===== config.mk =====
export PLATFORM = sky130hd
export DESIGN_NAME = bbpc_regs
export DESIGN_NICKNAME = d
export VERILOG_FILES = /design/src/bbpc_pkg.sv /design/src/bbpc_apb.sv /design/src/bbpc_pwr_capture.sv /design/src/bbpc_regs.sv
export SDC_FILE = /design/constraint.sdc
export NUM_CORES = 1
export LEC_CHECK = 0
export BUFFER_PORTS_ARGS = -buffer_cell sky130_fd_sc_hd__buf_2
export CORE_MARGIN = 2
export CORE_UTILIZATION = 47
export CTS_BUF_LIST = sky130_fd_sc_hd__clkbuf_4 sky130_fd_sc_hd__clkbuf_8 sky130_fd_sc_hd__clkbuf_16
export DETAILED_ROUTE_END_ITERATION = 10
export PLACE_DENSITY = 0.75
export SETUP_SLACK_MARGIN = 0.05
export SYNTH_ARGS = -nofsm -noshare
export SYNTH_HDL_FRONTEND = slang
export SYNTH_SLANG_ARGS = --single-unit

===== constraint.sdc =====
create_clock -name clock -period 1.7 [get_ports clock]
set_clock_uncertainty 0.1 [all_clocks]
set_input_delay 0.17 -clock clock [delete_from_list [all_inputs] [get_ports clock]]
set_output_delay 0.17 -clock clock [all_outputs]
set_load 0.01 [all_outputs]

===== src/bbpc_pkg.sv =====
// shared constants, field layouts and carriers for the bridge window and capability registers
package bbpc_pkg;

    // register byte offsets in configuration space
    localparam logic [7:0]  BBPC_OFF_XBASE      = 8'hA8;
    localparam logic [7:0]  BBPC_OFF_SETUP      = 8'hAC;
    localparam logic [7:0]  BBPC_OFF_CAPHDR     = 8'hB0;
    localparam logic [7:0]  BBPC_OFF_DEVCAP     = 8'hB4;

    // setup register field positions
    localparam int          BBPC_TYPE_BIT       = 0;
    localparam int          BBPC_ATYPE_LSB      = 1;
    localparam int          BBPC_ATYPE_MSB      = 2;
    localparam int          BBPC_PREF_BIT       = 3;
    localparam int          BBPC_SIZE_LSB       = 6;
    localparam int          BBPC_SIZE_MSB       = 30;
    localparam int          BBPC_EN_BIT         = 31;

    // address type encodings
    localparam logic [1:0]  BBPC_ATYPE_32       = 2'h0;
    localparam logic [1:0]  BBPC_ATYPE_64       = 2'h1;

    // writable setup bits: enable, size mask, prefetch, low address-type bit
    localparam logic [31:0] BBPC_SETUP_WMASK    = 32'hFFFFFFCA;
    localparam logic [31:0] BBPC_SETUP_RST      = 32'h00000000;
    localparam logic [25:0] BBPC_XBASE_RST      = 26'h0000000;

    // capability header and device capability constants
    localparam logic [7:0]  BBPC_CAP_ID         = 8'h10;
    localparam logic [7:0]  BBPC_NEXT_PTR       = 8'hF0;
    localparam logic [3:0]  BBPC_CAP_VER        = 4'h1;
    localparam logic [3:0]  BBPC_PORT_FWD       = 4'h7;
    localparam logic [3:0]  BBPC_PORT_REV       = 4'h8;
    localparam logic [4:0]  BBPC_MSG_NUM        = 5'h00;
    localparam logic [2:0]  BBPC_MPS            = 3'h2;
    localparam logic [1:0]  BBPC_PHANTOM        = 2'h0;
    localparam logic        BBPC_TAG8           = 1'b1;
    localparam logic [2:0]  BBPC_L0S_LAT        = 3'h0;
    localparam logic [2:0]  BBPC_L1_LAT         = 3'h0;
    localparam logic [7:0]  BBPC_PWR_VAL_RST    = 8'h00;
    localparam logic [1:0]  BBPC_PWR_SCL_RST    = 2'h0;

    // one register request as seen at the completing edge
    typedef struct packed {
        logic        write;
        logic [7:0]  addr;
        logic [31:0] wdata;
    } bbpc_req_s;

    // translation window as handed to the datapath
    typedef struct packed {
        logic        en;
        logic        addr64;
        logic        pref;
        logic [25:0] base;
        logic [25:0] size_mask;
    } bbpc_win_s;

    // slot power limit message payload
    typedef struct packed {
        logic        valid;
        logic [7:0]  value;
        logic [1:0]  scale;
    } bbpc_pwr_s;

    // keep old bits where mask is 0, take new bits where mask is 1
    function automatic logic [31:0] bbpc_merge(input logic [31:0] old_v, input logic [31:0] new_v,
                                               input logic [31:0] mask);
        bbpc_merge = (old_v & ~mask) | (new_v & mask);
    endfunction

endpackage


===== src/bbpc_apb.sv =====
// apb slave handshake: one wait state, read data latched, write strobe at completion
`timescale 1ns/100ps
module bbpc_apb (
    input  wire logic             clock,
    input  wire logic             rst,
    input  wire logic             psel,
    input  wire logic             penable,
    input  wire logic [31:0]      rd_word,
    input  wire logic             hit,
    output logic                  pready,
    output logic [31:0]           prdata,
    output logic                  pslverr,
    output logic                  wr_en
);
    import bbpc_pkg::*;

    typedef enum logic [0:0] {BBPC_ST_IDLE = 1'b0, BBPC_ST_ANS = 1'b1} bbpc_st_e;
    bbpc_st_e st_q;

    // answer one cycle after the access phase opens, then drop ready
    always_ff @(posedge clock) begin
        if (rst) begin
            st_q    <= BBPC_ST_IDLE;
            pready  <= 1'b0;
            prdata  <= 32'h00000000;
            pslverr <= 1'b0;
        end else begin
            case (st_q)
                BBPC_ST_IDLE: begin
                    if (psel && penable) begin
                        st_q    <= BBPC_ST_ANS;
                        pready  <= 1'b1;
                        prdata  <= rd_word;
                        pslverr <= ~hit;
                    end
                end
                BBPC_ST_ANS: begin
                    st_q    <= BBPC_ST_IDLE;
                    pready  <= 1'b0;
                    pslverr <= 1'b0;
                end
                default: begin
                    st_q   <= BBPC_ST_IDLE;
                    pready <= 1'b0;
                end
            endcase
        end
    end

    // the write lands only on the edge where the master samples ready
    assign wr_en = (st_q == BBPC_ST_ANS) && psel && penable && hit;

endmodule // bbpc_apb


===== src/bbpc_pwr_capture.sv =====
// captures slot power limit value and scale from the incoming message
`timescale 1ns/100ps
module bbpc_pwr_capture (
    input  wire logic             clock,
    input  wire logic             rst,
    input  wire bbpc_pkg::bbpc_pwr_s msg,
    output logic [7:0]            value_q,
    output logic [1:0]            scale_q
);
    import bbpc_pkg::*;

    // software cannot write these; only the message moves them
    always_ff @(posedge clock) begin
        if (rst) begin
            value_q <= BBPC_PWR_VAL_RST;
            scale_q <= BBPC_PWR_SCL_RST;
        end else if (msg.valid) begin
            value_q <= msg.value;
            scale_q <= msg.scale;
        end
    end

    a_pwr_capture_msg: assert property (@(posedge clock) disable iff (rst)
        msg.valid |=> (value_q == $past(msg.value)) && (scale_q == $past(msg.scale)))
        else $error("slot power limit not captured from message");

    a_pwr_hold_idle: assert property (@(posedge clock) disable iff (rst)
        !msg.valid |=> $stable(value_q) && $stable(scale_q))
        else $error("slot power limit moved without a message");

endmodule // bbpc_pwr_capture


===== src/bbpc_regs.sv =====
// configuration registers: downstream window setup, translated base, express capability words
//
// The APB interface to the registers is this design's own decision.
`timescale 1ns/100ps
module bbpc_regs (
    input  wire logic                 clock,
    input  wire logic                 rst,
    input  wire logic                 psel,
    input  wire logic                 penable,
    input  wire logic                 pwrite,
    input  wire logic [7:0]           paddr,
    input  wire logic [31:0]          pwdata,
    output logic [31:0]               prdata,
    output logic                      pready,
    output logic                      pslverr,
    input  wire logic                 reverse_strap,
    input  wire logic                 hotplug_strap,
    input  wire bbpc_pkg::bbpc_pwr_s  slot_pwr,
    output bbpc_pkg::bbpc_win_s       win_q
);
    import bbpc_pkg::*;

    logic                 reverse_q;
    logic                 hotplug_q;
    logic [31:0]          setup_q;
    logic [25:0]          xbase_q;
    logic [7:0]           pwr_val_q;
    logic [1:0]           pwr_scl_q;
    logic                 wr_en;
    logic                 hit;
    logic [31:0]          rd_word;
    logic [31:0]          setup_word;
    logic [31:0]          xbase_word;
    logic [31:0]          caphdr_word;
    logic [31:0]          devcap_word;
    logic [25:0]          base_wmask;
    logic [31:0]          xbase_merge;
    logic                 hp_present;
    bbpc_req_s            req;

    // request as presented on the bus; valid while psel and penable hold
    assign req.write = pwrite;
    assign req.addr  = paddr;
    assign req.wdata = pwdata;

    // straps are sampled while reset is held, so mode is fixed from the release on
    always_ff @(posedge clock) begin
        if (rst) begin
            reverse_q <= reverse_strap;
            hotplug_q <= hotplug_strap;
        end
    end

    // bus handshake and answer timing live in the front end
    bbpc_apb u_apb (
        .clock   (clock),
        .rst     (rst),
        .psel    (psel),
        .penable (penable),
        .rd_word (rd_word),
        .hit     (hit),
        .pready  (pready),
        .prdata  (prdata),
        .pslverr (pslverr),
        .wr_en   (wr_en)
    );

    // message capture keeps its own flops; the read path only samples them
    bbpc_pwr_capture u_pwr (
        .clock   (clock),
        .rst     (rst),
        .msg     (slot_pwr),
        .value_q (pwr_val_q),
        .scale_q (pwr_scl_q)
    );

    // address decode: four words answer, everything else is an error
    always_comb begin
        case (req.addr)
            BBPC_OFF_XBASE:  hit = 1'b1;
            BBPC_OFF_SETUP:  hit = 1'b1;
            BBPC_OFF_CAPHDR: hit = 1'b1;
            BBPC_OFF_DEVCAP: hit = 1'b1;
            default:         hit = 1'b0;
        endcase
    end

    // setup write: only mask-listed bits move; type bit, bit 2 and 5:4 stay zero
    always_ff @(posedge clock) begin
        if (rst) begin
            setup_q <= BBPC_SETUP_RST;
        end else if (wr_en && req.write && req.addr == BBPC_OFF_SETUP) begin
            setup_q <= bbpc_merge(setup_q, req.wdata, BBPC_SETUP_WMASK);
        end
    end

    // bit 31 of the base has no size bit and always takes writes
    assign base_wmask = {1'b1, setup_q[BBPC_SIZE_MSB:BBPC_SIZE_LSB]};

    // merge at full word width; the top six bits are only padding and are cut off below
    assign xbase_merge = bbpc_merge({6'h00, xbase_q}, {6'h00, req.wdata[31:6]}, {6'h00, base_wmask});

    // translated base write; cleared mask bits hold their old value
    always_ff @(posedge clock) begin
        if (rst) begin
            xbase_q <= BBPC_XBASE_RST;
        end else if (wr_en && req.write && req.addr == BBPC_OFF_XBASE) begin
            xbase_q <= xbase_merge[25:0];
        end
    end

    // window handed to the datapath, one cycle behind the registers
    always_ff @(posedge clock) begin
        if (rst) begin
            win_q <= '0;
        end else begin
            win_q.en        <= setup_q[BBPC_EN_BIT];
            win_q.addr64    <= (setup_q[BBPC_ATYPE_MSB:BBPC_ATYPE_LSB] == BBPC_ATYPE_64);
            win_q.pref      <= setup_q[BBPC_PREF_BIT];
            win_q.base      <= xbase_q & base_wmask;
            win_q.size_mask <= base_wmask;
        end
    end

    // hot-plug indicators only exist for a forward bridge with the strap set
    assign hp_present = hotplug_q & ~reverse_q;

    // setup word as read back; unlisted bits read zero
    always_comb begin
        setup_word                = 32'h00000000;
        setup_word[BBPC_TYPE_BIT] = 1'b0;
        setup_word[BBPC_ATYPE_MSB:BBPC_ATYPE_LSB] = setup_q[BBPC_ATYPE_MSB:BBPC_ATYPE_LSB];
        setup_word[BBPC_PREF_BIT] = setup_q[BBPC_PREF_BIT];
        setup_word[BBPC_SIZE_MSB:BBPC_SIZE_LSB] = setup_q[BBPC_SIZE_MSB:BBPC_SIZE_LSB];
        setup_word[BBPC_EN_BIT]   = setup_q[BBPC_EN_BIT];
    end

    // read-only base bits read zero, so software can size the window
    assign xbase_word = {xbase_q & base_wmask, 6'h00};

    // capability header: id, next pointer, version, port type, slot bit
    always_comb begin
        caphdr_word        = 32'h00000000;
        caphdr_word[7:0]   = BBPC_CAP_ID;
        caphdr_word[15:8]  = BBPC_NEXT_PTR;
        caphdr_word[19:16] = BBPC_CAP_VER;
        caphdr_word[23:20] = reverse_q ? BBPC_PORT_REV : BBPC_PORT_FWD;
        caphdr_word[24]    = reverse_q;
        caphdr_word[29:25] = BBPC_MSG_NUM;
    end

    // device capability; reserved 17:15 and 31:28 left at zero
    always_comb begin
        devcap_word        = 32'h00000000;
        devcap_word[2:0]   = BBPC_MPS;
        devcap_word[4:3]   = BBPC_PHANTOM;
        devcap_word[5]     = BBPC_TAG8;
        devcap_word[8:6]   = BBPC_L0S_LAT;
        devcap_word[11:9]  = BBPC_L1_LAT;
        devcap_word[12]    = hp_present;
        devcap_word[13]    = hp_present;
        devcap_word[14]    = hp_present;
        devcap_word[25:18] = pwr_val_q;
        devcap_word[27:26] = pwr_scl_q;
    end

    // read mux; an unmapped address reads zero and flags an error
    always_comb begin
        case (req.addr)
            BBPC_OFF_XBASE:  rd_word = xbase_word;
            BBPC_OFF_SETUP:  rd_word = setup_word;
            BBPC_OFF_CAPHDR: rd_word = caphdr_word;
            BBPC_OFF_DEVCAP: rd_word = devcap_word;
            default:         rd_word = 32'h00000000;
        endcase
    end

    // software is trusted to keep mask bits 11:6 clear for memory space;
    // the hardware does not police it, so a wider mask just gives a smaller window

    // ---- checks beside the logic ----

    a_setup_type_zero: assert property (@(posedge clock) disable iff (rst)
        (pready && paddr == BBPC_OFF_SETUP) |-> (prdata[BBPC_TYPE_BIT] == 1'b0))
        else $error("window type selector read non-zero");

    a_addr_type_legal: assert property (@(posedge clock) disable iff (rst)
        (wr_en && pwrite && paddr == BBPC_OFF_SETUP) |=>
            (setup_q[BBPC_ATYPE_MSB:BBPC_ATYPE_LSB] == {1'b0, $past(pwdata[BBPC_ATYPE_LSB])}))
        else $error("address type took an illegal encoding");

    a_base_ro_bits: assert property (@(posedge clock) disable iff (rst)
        (wr_en && pwrite && paddr == BBPC_OFF_XBASE) |=>
            (((xbase_q ^ $past(pwdata[31:6])) & $past(base_wmask)) == 26'h0000000) &&
            (((xbase_q ^ $past(xbase_q)) & ~$past(base_wmask)) == 26'h0000000))
        else $error("translated base write ignored the size mask");

    a_window_enable: assert property (@(posedge clock) disable iff (rst)
        (wr_en && pwrite && paddr == BBPC_OFF_SETUP) |-> ##2
            (win_q.en == $past(pwdata[BBPC_EN_BIT], 2)))
        else $error("window enable did not follow the setup write");

    a_cap_header: assert property (@(posedge clock) disable iff (rst)
        (pready && paddr == BBPC_OFF_CAPHDR) |->
            (prdata[7:0] == BBPC_CAP_ID) && (prdata[15:8] == BBPC_NEXT_PTR))
        else $error("express_capability_identifier or next pointer wrong");

    a_port_mode: assert property (@(posedge clock) disable iff (rst)
        (pready && paddr == BBPC_OFF_CAPHDR) |->
            (prdata[24:20] == (reverse_q ? {1'b1, BBPC_PORT_REV} : {1'b0, BBPC_PORT_FWD})))
        else $error("port type or slot bit does not match bridge mode");

    a_devcap_fixed: assert property (@(posedge clock) disable iff (rst)
        (pready && paddr == BBPC_OFF_DEVCAP) |->
            (prdata[11:3] == {BBPC_L1_LAT, BBPC_L0S_LAT, BBPC_TAG8, BBPC_PHANTOM}))
        else $error("fixed device capability fields wrong");

    a_hotplug_bits: assert property (@(posedge clock) disable iff (rst)
        (pready && paddr == BBPC_OFF_DEVCAP) |->
            (prdata[14:12] == {3{hotplug_q && !reverse_q}}))
        else $error("hot-plug presence bits do not follow strap and mode");

    a_pwr_readback: assert property (@(posedge clock) disable iff (rst)
        (pready && paddr == BBPC_OFF_DEVCAP) |->
            (prdata[27:18] == $past({pwr_scl_q, pwr_val_q})))
        else $error("captured power limit not visible on read");

    a_reserved_zero: assert property (@(posedge clock) disable iff (rst)
        pready |->
            (paddr != BBPC_OFF_DEVCAP || (prdata[31:28] == 4'h0 && prdata[17:15] == 3'h0)) &&
            (paddr != BBPC_OFF_CAPHDR || prdata[31:30] == 2'h0) &&
            (paddr != BBPC_OFF_SETUP || (prdata[5:4] == 2'h0 && prdata[0] == 1'b0)) &&
            (paddr != BBPC_OFF_XBASE || prdata[5:0] == 6'h00))
        else $error("reserved bits read non-zero");

    a_unmapped_err: assert property (@(posedge clock) disable iff (rst)
        (psel && penable && !pready && !hit) |=> (pready && pslverr && prdata == 32'h00000000))
        else $error("unmapped access not answered with error");

    a_ro_write_ignored: assert property (@(posedge clock) disable iff (rst)
        (wr_en && pwrite && (paddr == BBPC_OFF_CAPHDR || paddr == BBPC_OFF_DEVCAP)) |=>
            $stable(setup_q) && $stable(xbase_q))
        else $error("write to read-only word changed state");

    a_unmapped_wr_drop: assert property (@(posedge clock) disable iff (rst)
        (pready && psel && penable && pwrite && !hit) |=> $stable(setup_q) && $stable(xbase_q))
        else $error("write to unmapped address changed state");

    a_setup_readback: assert property (@(posedge clock) disable iff (rst)
        (pready && paddr == BBPC_OFF_SETUP) |-> (prdata == ($past(setup_q) & BBPC_SETUP_WMASK)))
        else $error("setup word read back wrong");

    a_xbase_ro_read: assert property (@(posedge clock) disable iff (rst)
        (pready && paddr == BBPC_OFF_XBASE) |-> ((prdata[31:6] & ~$past(base_wmask)) == 26'h0000000))
        else $error("read-only base bit read non-zero");

    a_win_base_follows: assert property (@(posedge clock) disable iff (rst)
        (wr_en && pwrite && paddr == BBPC_OFF_XBASE) |-> ##2
            (win_q.base == ($past(pwdata[31:6], 2) & $past(base_wmask, 2))))
        else $error("window base does not follow the base write");

    a_win_mask_follows: assert property (@(posedge clock) disable iff (rst)
        (wr_en && pwrite && paddr == BBPC_OFF_SETUP) |-> ##2
            (win_q.size_mask == {1'b1, $past(pwdata[BBPC_SIZE_MSB:BBPC_SIZE_LSB], 2)}))
        else $error("window size mask does not follow the setup write");

    a_cap_version: assert property (@(posedge clock) disable iff (rst)
        (pready && paddr == BBPC_OFF_CAPHDR) |->
            (prdata[19:16] == BBPC_CAP_VER) && (prdata[29:25] == BBPC_MSG_NUM))
        else $error("capability version or message number wrong");

    a_max_payload: assert property (@(posedge clock) disable iff (rst)
        (pready && paddr == BBPC_OFF_DEVCAP) |-> (prdata[2:0] == BBPC_MPS))
        else $error("max payload field wrong");

    // straps may wander after reset; the reported mode must not follow them
    a_straps_frozen: assert property (@(posedge clock) disable iff (rst)
        !rst |=> $stable(reverse_q) && $stable(hotplug_q))
        else $error("bridge mode changed outside reset");

    // ---- handshake checks: one wait state, one-cycle answer ----

    a_ready_after_wait: assert property (@(posedge clock) disable iff (rst)
        (psel && penable && !pready) |=> pready)
        else $error("ready did not follow the single wait state");

    a_ready_pulse: assert property (@(posedge clock) disable iff (rst)
        pready |=> !pready)
        else $error("ready stood longer than one cycle");

    a_err_with_ready: assert property (@(posedge clock) disable iff (rst)
        pslverr |-> pready)
        else $error("error flag raised without ready");

    a_write_at_ready: assert property (@(posedge clock) disable iff (rst)
        wr_en |-> (pready && psel && penable))
        else $error("register write outside the completing edge");

    // read data must stand between answers, since a slow master may look late
    a_prdata_hold: assert property (@(posedge clock) disable iff (rst)
        !(psel && penable && !pready) |=> $stable(prdata))
        else $error("read data moved outside an answer");

    // ---- scenario covers ----

    c_setup_enable: cover property (@(posedge clock) disable iff (rst)
        wr_en && pwrite && paddr == BBPC_OFF_SETUP && pwdata[BBPC_EN_BIT]);

    c_base_write: cover property (@(posedge clock) disable iff (rst)
        wr_en && pwrite && paddr == BBPC_OFF_XBASE && setup_q[BBPC_SIZE_MSB]);

    c_pwr_message: cover property (@(posedge clock) disable iff (rst)
        slot_pwr.valid ##[1:20] (pready && paddr == BBPC_OFF_DEVCAP));

    c_unmapped: cover property (@(posedge clock) disable iff (rst)
        pready && pslverr);

    c_reverse_hotplug: cover property (@(posedge clock) disable iff (rst)
        pready && paddr == BBPC_OFF_DEVCAP && reverse_q && hotplug_q);

endmodule // bbpc_regs


Yosys cells after proc, flatten, opt, wreduce, memory -nomap -nowiden
Cells that the tools add are included.
{"block": "word_totals", "wordCells": 51, "ff_bits": 160, "inputBits": 58}
{"block": "classes", "bitwise_logic": 10, "muxes": 10, "n_eq_ne": 6, "n_reduce_logical": 9}
{"operator": "32-bit one-hot mux with 4 select lines", "count": 1}
{"operator": "26-bit bitwise AND", "count": 3}
{"operator": "8-bit == test, second input constant", "count": 4}
{"operator": "6-bit by 32-bit bitwise OR with 32-bit output", "count": 1}
{"operator": "26-bit two-way mux", "count": 1}
{"operator": "26-bit inverter", "count": 1}
{"operator": "26-bit bitwise OR", "count": 1}
{"operator": "1-bit logical AND", "count": 7}
{"operator": "1-bit one-hot mux with 2 select lines", "count": 3}
{"operator": "1-bit two-way mux", "count": 4}
{"operator": "4-bit two-way mux", "count": 1}
{"operator": "4-bit OR reduction", "count": 1}
{"operator": "1-bit inverter", "count": 3}
{"operator": "2-bit by 1-bit == test with 1-bit output, second input constant", "count": 1}
{"operator": "2-bit by 1-bit != test with 1-bit output, second input constant", "count": 1}
{"operator": "2-bit AND reduction", "count": 1}
{"operator": "1-bit bitwise AND", "count": 1}

Logic depth before layout (Yosys ltp)
{"block": "logic_depth", "depth_word": 6, "depth_mapped": 7}

Cells and area by module
From an unflattened synthesis, not the netlist that was laid out.
{"block": "unflattened", "hier_cells": 655, "area_unflattened_um2": 6354.8}
{"mod": "bbpc_regs", "cells_each": 471, "seq_area_each_um2": 2242.2, "n_inst": 1, "area_per_inst_um2": 4416.7}
{"mod": "bbpc_apb", "cells_each": 152, "seq_area_each_um2": 700.7, "n_inst": 1, "area_per_inst_um2": 1585.3}
{"mod": "bbpc_pwr_capture", "cells_each": 32, "seq_area_each_um2": 200.2, "n_inst": 1, "area_per_inst_um2": 352.8}

Worst setup path after synthesis
OpenSTA, ideal clock, no wires.
{"block": "synth_timing", "kind": "input to register", "startpoint": "input port paddr[4]", "endpoint": "register setup_q[16]", "setup_slack_ns": -0.115, "arrival_ns": 1.587, "path_stages": 7, "t_required_ns": 1.472, "cell_sequence": "or4b_4 -> buf_6 -> nor3_4 -> buf_6 -> buf_12 -> mux2i_1 -> nor2_1"}
{"block": "synth_between", "elab_chain_cells": 6, "elab_cells_between_ends": 9, "cone_classes": "eq/ne (4); mux (1); reduce/logical (4)"}
{"element": "from (decl)", "line": "bbpc_regs.sv:11", "rtl": "input wire logic [7:0] paddr,"}
{"element": "8-bit == test (on tied branches)", "line": "bbpc_regs.sv:79, bbpc_regs.sv:92"}
{"element": "4-bit OR reduction (no line)"}
{"element": "1-bit two-way mux", "line": "bbpc_regs.sv:79", "rtl": "case (req.addr)"}
{"element": "1-bit logical AND", "line": "bbpc_apb.sv:51", "rtl": "assign wr_en = (st_q == BBPC_ST_ANS) && psel && penable && hit;"}
{"element": "1-bit logical AND", "line": "bbpc_regs.sv:92", "rtl": "end else if (wr_en && req.write && req.addr == BBPC_OFF_SETUP) begin"}
{"element": "1-bit logical AND (*)", "line": "bbpc_regs.sv:92"}
{"element": "to (signal assigned)", "line": "bbpc_regs.sv:93", "rtl": "setup_q <= bbpc_merge(setup_q, req.wdata, BBPC_SETUP_WMASK);"}
{"element": "to (decl)", "line": "bbpc_regs.sv:25", "rtl": "logic [31:0] setup_q;"}
Every way passes the cells marked *; elsewhere a longest branch is shown, timed or not.
A chain may end at the register's enable or synchronous reset.

Worst setup path in the final report
{"block": "layout_timing", "startpoint": "register u_apb.st_q", "endpoint": "register xbase_q[15]"}
{"block": "layout_between", "elab_chain_cells": 5}
{"element": "from (decl)", "line": "bbpc_apb.sv:18", "rtl": "bbpc_st_e st_q;"}
{"element": "from (signal assigned)", "line": "bbpc_apb.sv:23", "rtl": "st_q <= BBPC_ST_IDLE;"}
{"element": "from (signal assigned)", "line": "bbpc_apb.sv:31", "rtl": "st_q <= BBPC_ST_ANS;"}
{"element": "from (signal assigned)", "line": "bbpc_apb.sv:38", "rtl": "st_q <= BBPC_ST_IDLE;"}
{"element": "1-bit logical AND (3 in a row)", "line": "bbpc_apb.sv:51"}
{"element": "1-bit logical AND (2 in a row)", "line": "bbpc_regs.sv:107", "rtl": "end else if (wr_en && req.write && req.addr == BBPC_OFF_XBASE) begin"}
{"element": "to (signal assigned)", "line": "bbpc_regs.sv:108", "rtl": "xbase_q <= xbase_merge[25:0];"}
{"element": "to (decl)", "line": "bbpc_regs.sv:26", "rtl": "logic [25:0] xbase_q;"}
Every way passes these cells.

==> flow_metrics.env <==
export IMPL_nFillCells=881
export IMPL_synth_most_common_cell="dfxtp_1"
export IMPL_hold_slack_ns=0.0196
export IMPL_synth_area_sq_mm=0.00556
export IMPL_syn_inst=540
export IMPL_synthFlopType="dfxtp_1"
export IMPL_ys_seq_elements=155
export IMPL_ys_warn_count=0
export IMPL_yosysUniqueCellTypes=40
export IMPL_hold_class="primary input to flop"
export IMPL_antenna_found_initial=0
export IMPL_setup_viol=0
export IMPL_drc=0
export IMPL_grt_pass1_wl_mm=23.3
export IMPL_track_usage=0.234
export IMPL_cts_tree="yes"
export IMPL_p_seq_frac=0.461
export IMPL_nets=798
export IMPL_cp_max_fo=13
export IMPL_synth_top_cells_by_area="dfxtp_1 (55%), mux2i_1 (7.4%), nor2_1 (4.0%)"
export IMPL_area_delta_synth_final_pct=37.7
export IMPL_cts_buffer_depth=2
export IMPL_peakVddDrop_v=0.000579
export IMPL_fin_crit_sh=0.970
export IMPL_rsz0062_at_grt="true"
export IMPL_power_density_mw_per_mm2=1040
export IMPL_gr_total_overflow=0
export IMPL_synth_net_count=598
export IMPL_p_comb_frac=0.047
export IMPL_yosysTopAreaCell="dfxtp_1"
export IMPL_setup_worst_path_end_class="flop"
export IMPL_dp_final_hpwl_mm=9.70
export IMPL_io_buffers=141
export IMPL_die_x_um=113
export IMPL_fin_ws_ns=0.0509
export IMPL_cts_root_buf="clkbuf_16"
export IMPL_syn_area_per_cell_sq_um=10.3
export IMPL_clock_sinks=155
export IMPL_drive_gt1_frac=0.286
export IMPL_via_count=4725
export IMPL_slew_viol_final=0
export IMPL_total_leakage_power_uw=0.00338
export IMPL_coreArea_sq_mm=0.0115
export IMPL_clock_fmax_mhz=606
export IMPL_gp_congestion=0.806
export IMPL_timing_final_hold_violations=0
export IMPL_chipHeight_um=113
export IMPL_ios=147
export IMPL_cap_viol_max_count=0
export IMPL_cp_required_ns=1.90
export IMPL_synth_top_area_share=0.551
export IMPL_grt_max_degree=95
export IMPL_clock_latency_ns=0.41
export IMPL_power_clock_fraction=0.491
export IMPL_status="finished clean"
export IMPL_utilization=0.668
export IMPL_crit_type="flop to flop"
export IMPL_cp_arrival_ns=1.85
export IMPL_htree_levels=4
export IMPL_p_sw_uw=1630
export IMPL_p_int_uw=6340
export IMPL_finalCriticalPeriod_ns=1.65
export IMPL_totalPowerFinal_uw=7970
export IMPL_rows=39
export IMPL_pre_cts_ws_ns=-0.238
export IMPL_initial_core_util=0.485
export IMPL_antennaDiodeCount=0
export IMPL_grt_pass1_vias=4641
export IMPL_wl_per_cell_um=16.7
export IMPL_p_sw_frac=0.205
export IMPL_synth_edf_count=2
export IMPL_fin_setup_tns_ns=0
export IMPL_yosys_top_cells_count="dfxtp_1 (153), nor2_1 (60), mux2i_1 (41)"
export IMPL_drtPass1Iterations=4
export IMPL_drt_iter0_drc=261
export IMPL_post_drt_via_cell_ratio=5.28
export IMPL_wirelength_mm=15.0
export IMPL_setup_worst_path_start_class="flop"
export IMPL_clk_pin_slew_ns=0.06
export IMPL_dieArea_sq_mm=0.0127
export IMPL_synthArstFlopShare=0
export IMPL_ys_seq_area_frac=0.562
export IMPL_antenna_left=0
export IMPL_cts_buffers=17
==> final timing paths <==
kind                                             from                         end  slack, ns  cells after the start
worst min register to register  u_apb.st_q$_SDFF_PP0_  u_apb.pslverr$_SDFFE_PP0P_       0.34                      1
worst max register to register  u_apb.st_q$_SDFF_PP0_    xbase_q[15]$_SDFFE_PP0P_       0.05                      7
worst max-delay path            u_apb.st_q$_SDFF_PP0_    xbase_q[15]$_SDFFE_PP0P_       0.05                      7
worst min-delay path                          penable  u_apb.pslverr$_SDFFE_PP0P_       0.02                      3
==> registers in the layout (all words and copies together), names as in the netlist <==
name,count
u_pwr.value_q,8
hotplug_q,1
u_apb.pslverr,1
u_pwr.scale_q,2
u_apb.pready,1
setup_q,28
u_apb.st_q,1
u_apb.prdata,31
xbase_q,26
reverse_q,1
win_q,55
==> cell families after synthesis <==
logic type,synth area share
DFF,0.562
and+or+nand+nor,0.180
other,0.000674
muxes,0.0758
AOI/OAI and AO/OA,0.145
xor gates and xnor gates,0.00158
buffers and inverters,0.0351
==> power groups by stage <==
stage	Clock (uW)	Sequential, uW	Combinational (uW)
global placement	0	3760	286
detailed placement	0	3760	293
finish	3920	3680	375
floorplan	0	3760	138
global route	4120	3680	403
CTS	3970	3680	370
==> area by class of cell <==
type / count / area (sq um) / share of cell area
sequential: 155 / 3120 / 0.408
clock inverter: 12 / 171 / 0.0224
multi-input combinational: 349 / 2270 / 0.297
clock buffer: 19 / 447 / 0.0583
inverter: 2 / 7.51 / 0.000980
tap: 143 / 179 / 0.0234
timing repair buffer: 215 / 1460 / 0.190
==> critical path, cell delays in order (launching register included) <==
cell      delay (ns)
dfxtp_2         0.34
nand4_1         0.10
buf_4           0.18
nor4_4          0.18
buf_6           0.18
buf_12          0.14
a21boi_0        0.11
o21a_1          0.20
==> through the flow <==
| step | cell area [sq um] | std cells |
|---|---|---|
| finish | 7660 | 895 |
| global route | 7660 | 895 |
| CTS | 7620 | 895 |
| floorplan | 5580 | 540 |
| global placement | 6540 | 818 |
| detailed placement | 6540 | 818 |
==> timing repair <==
action / CTS / global route
resized for setup: 5 / 10
cloned: 2 / 0
endpoints found under the hold margin: 45 / 0
setup endpoints to repair: 27 / 62
pin swaps: 1 / 1
hold buffers: 42 / 0
setup buffers: 2 / 0
==> cells in the final DEF, fill, tap and decap left out, types with 18 or more instances in the layout <==
cell type	instances
o21a_1	25
and2_1	26
buf_2	140
a21oi_1	18
a21boi_0	25
buf_4	23
nand2_1	24
nor2b_1	29
mux2i_1	41
and3_1	26
dlygate4sd3_1	42
nor2_1	60
dfxtp_1	152
==> routing by layer <==
metal	global-route usage	wire [um]	part of all wire	up-vias
met1	0.281	6290	0.42	2279
met3	0.0546	758	0.051	29
met5	0	0	0	-
met2	0.396	7500	0.50	152
met4	0.109	437	0.029	0
li1	-	-	-	2265
Power figures use the tool's default switching activity.
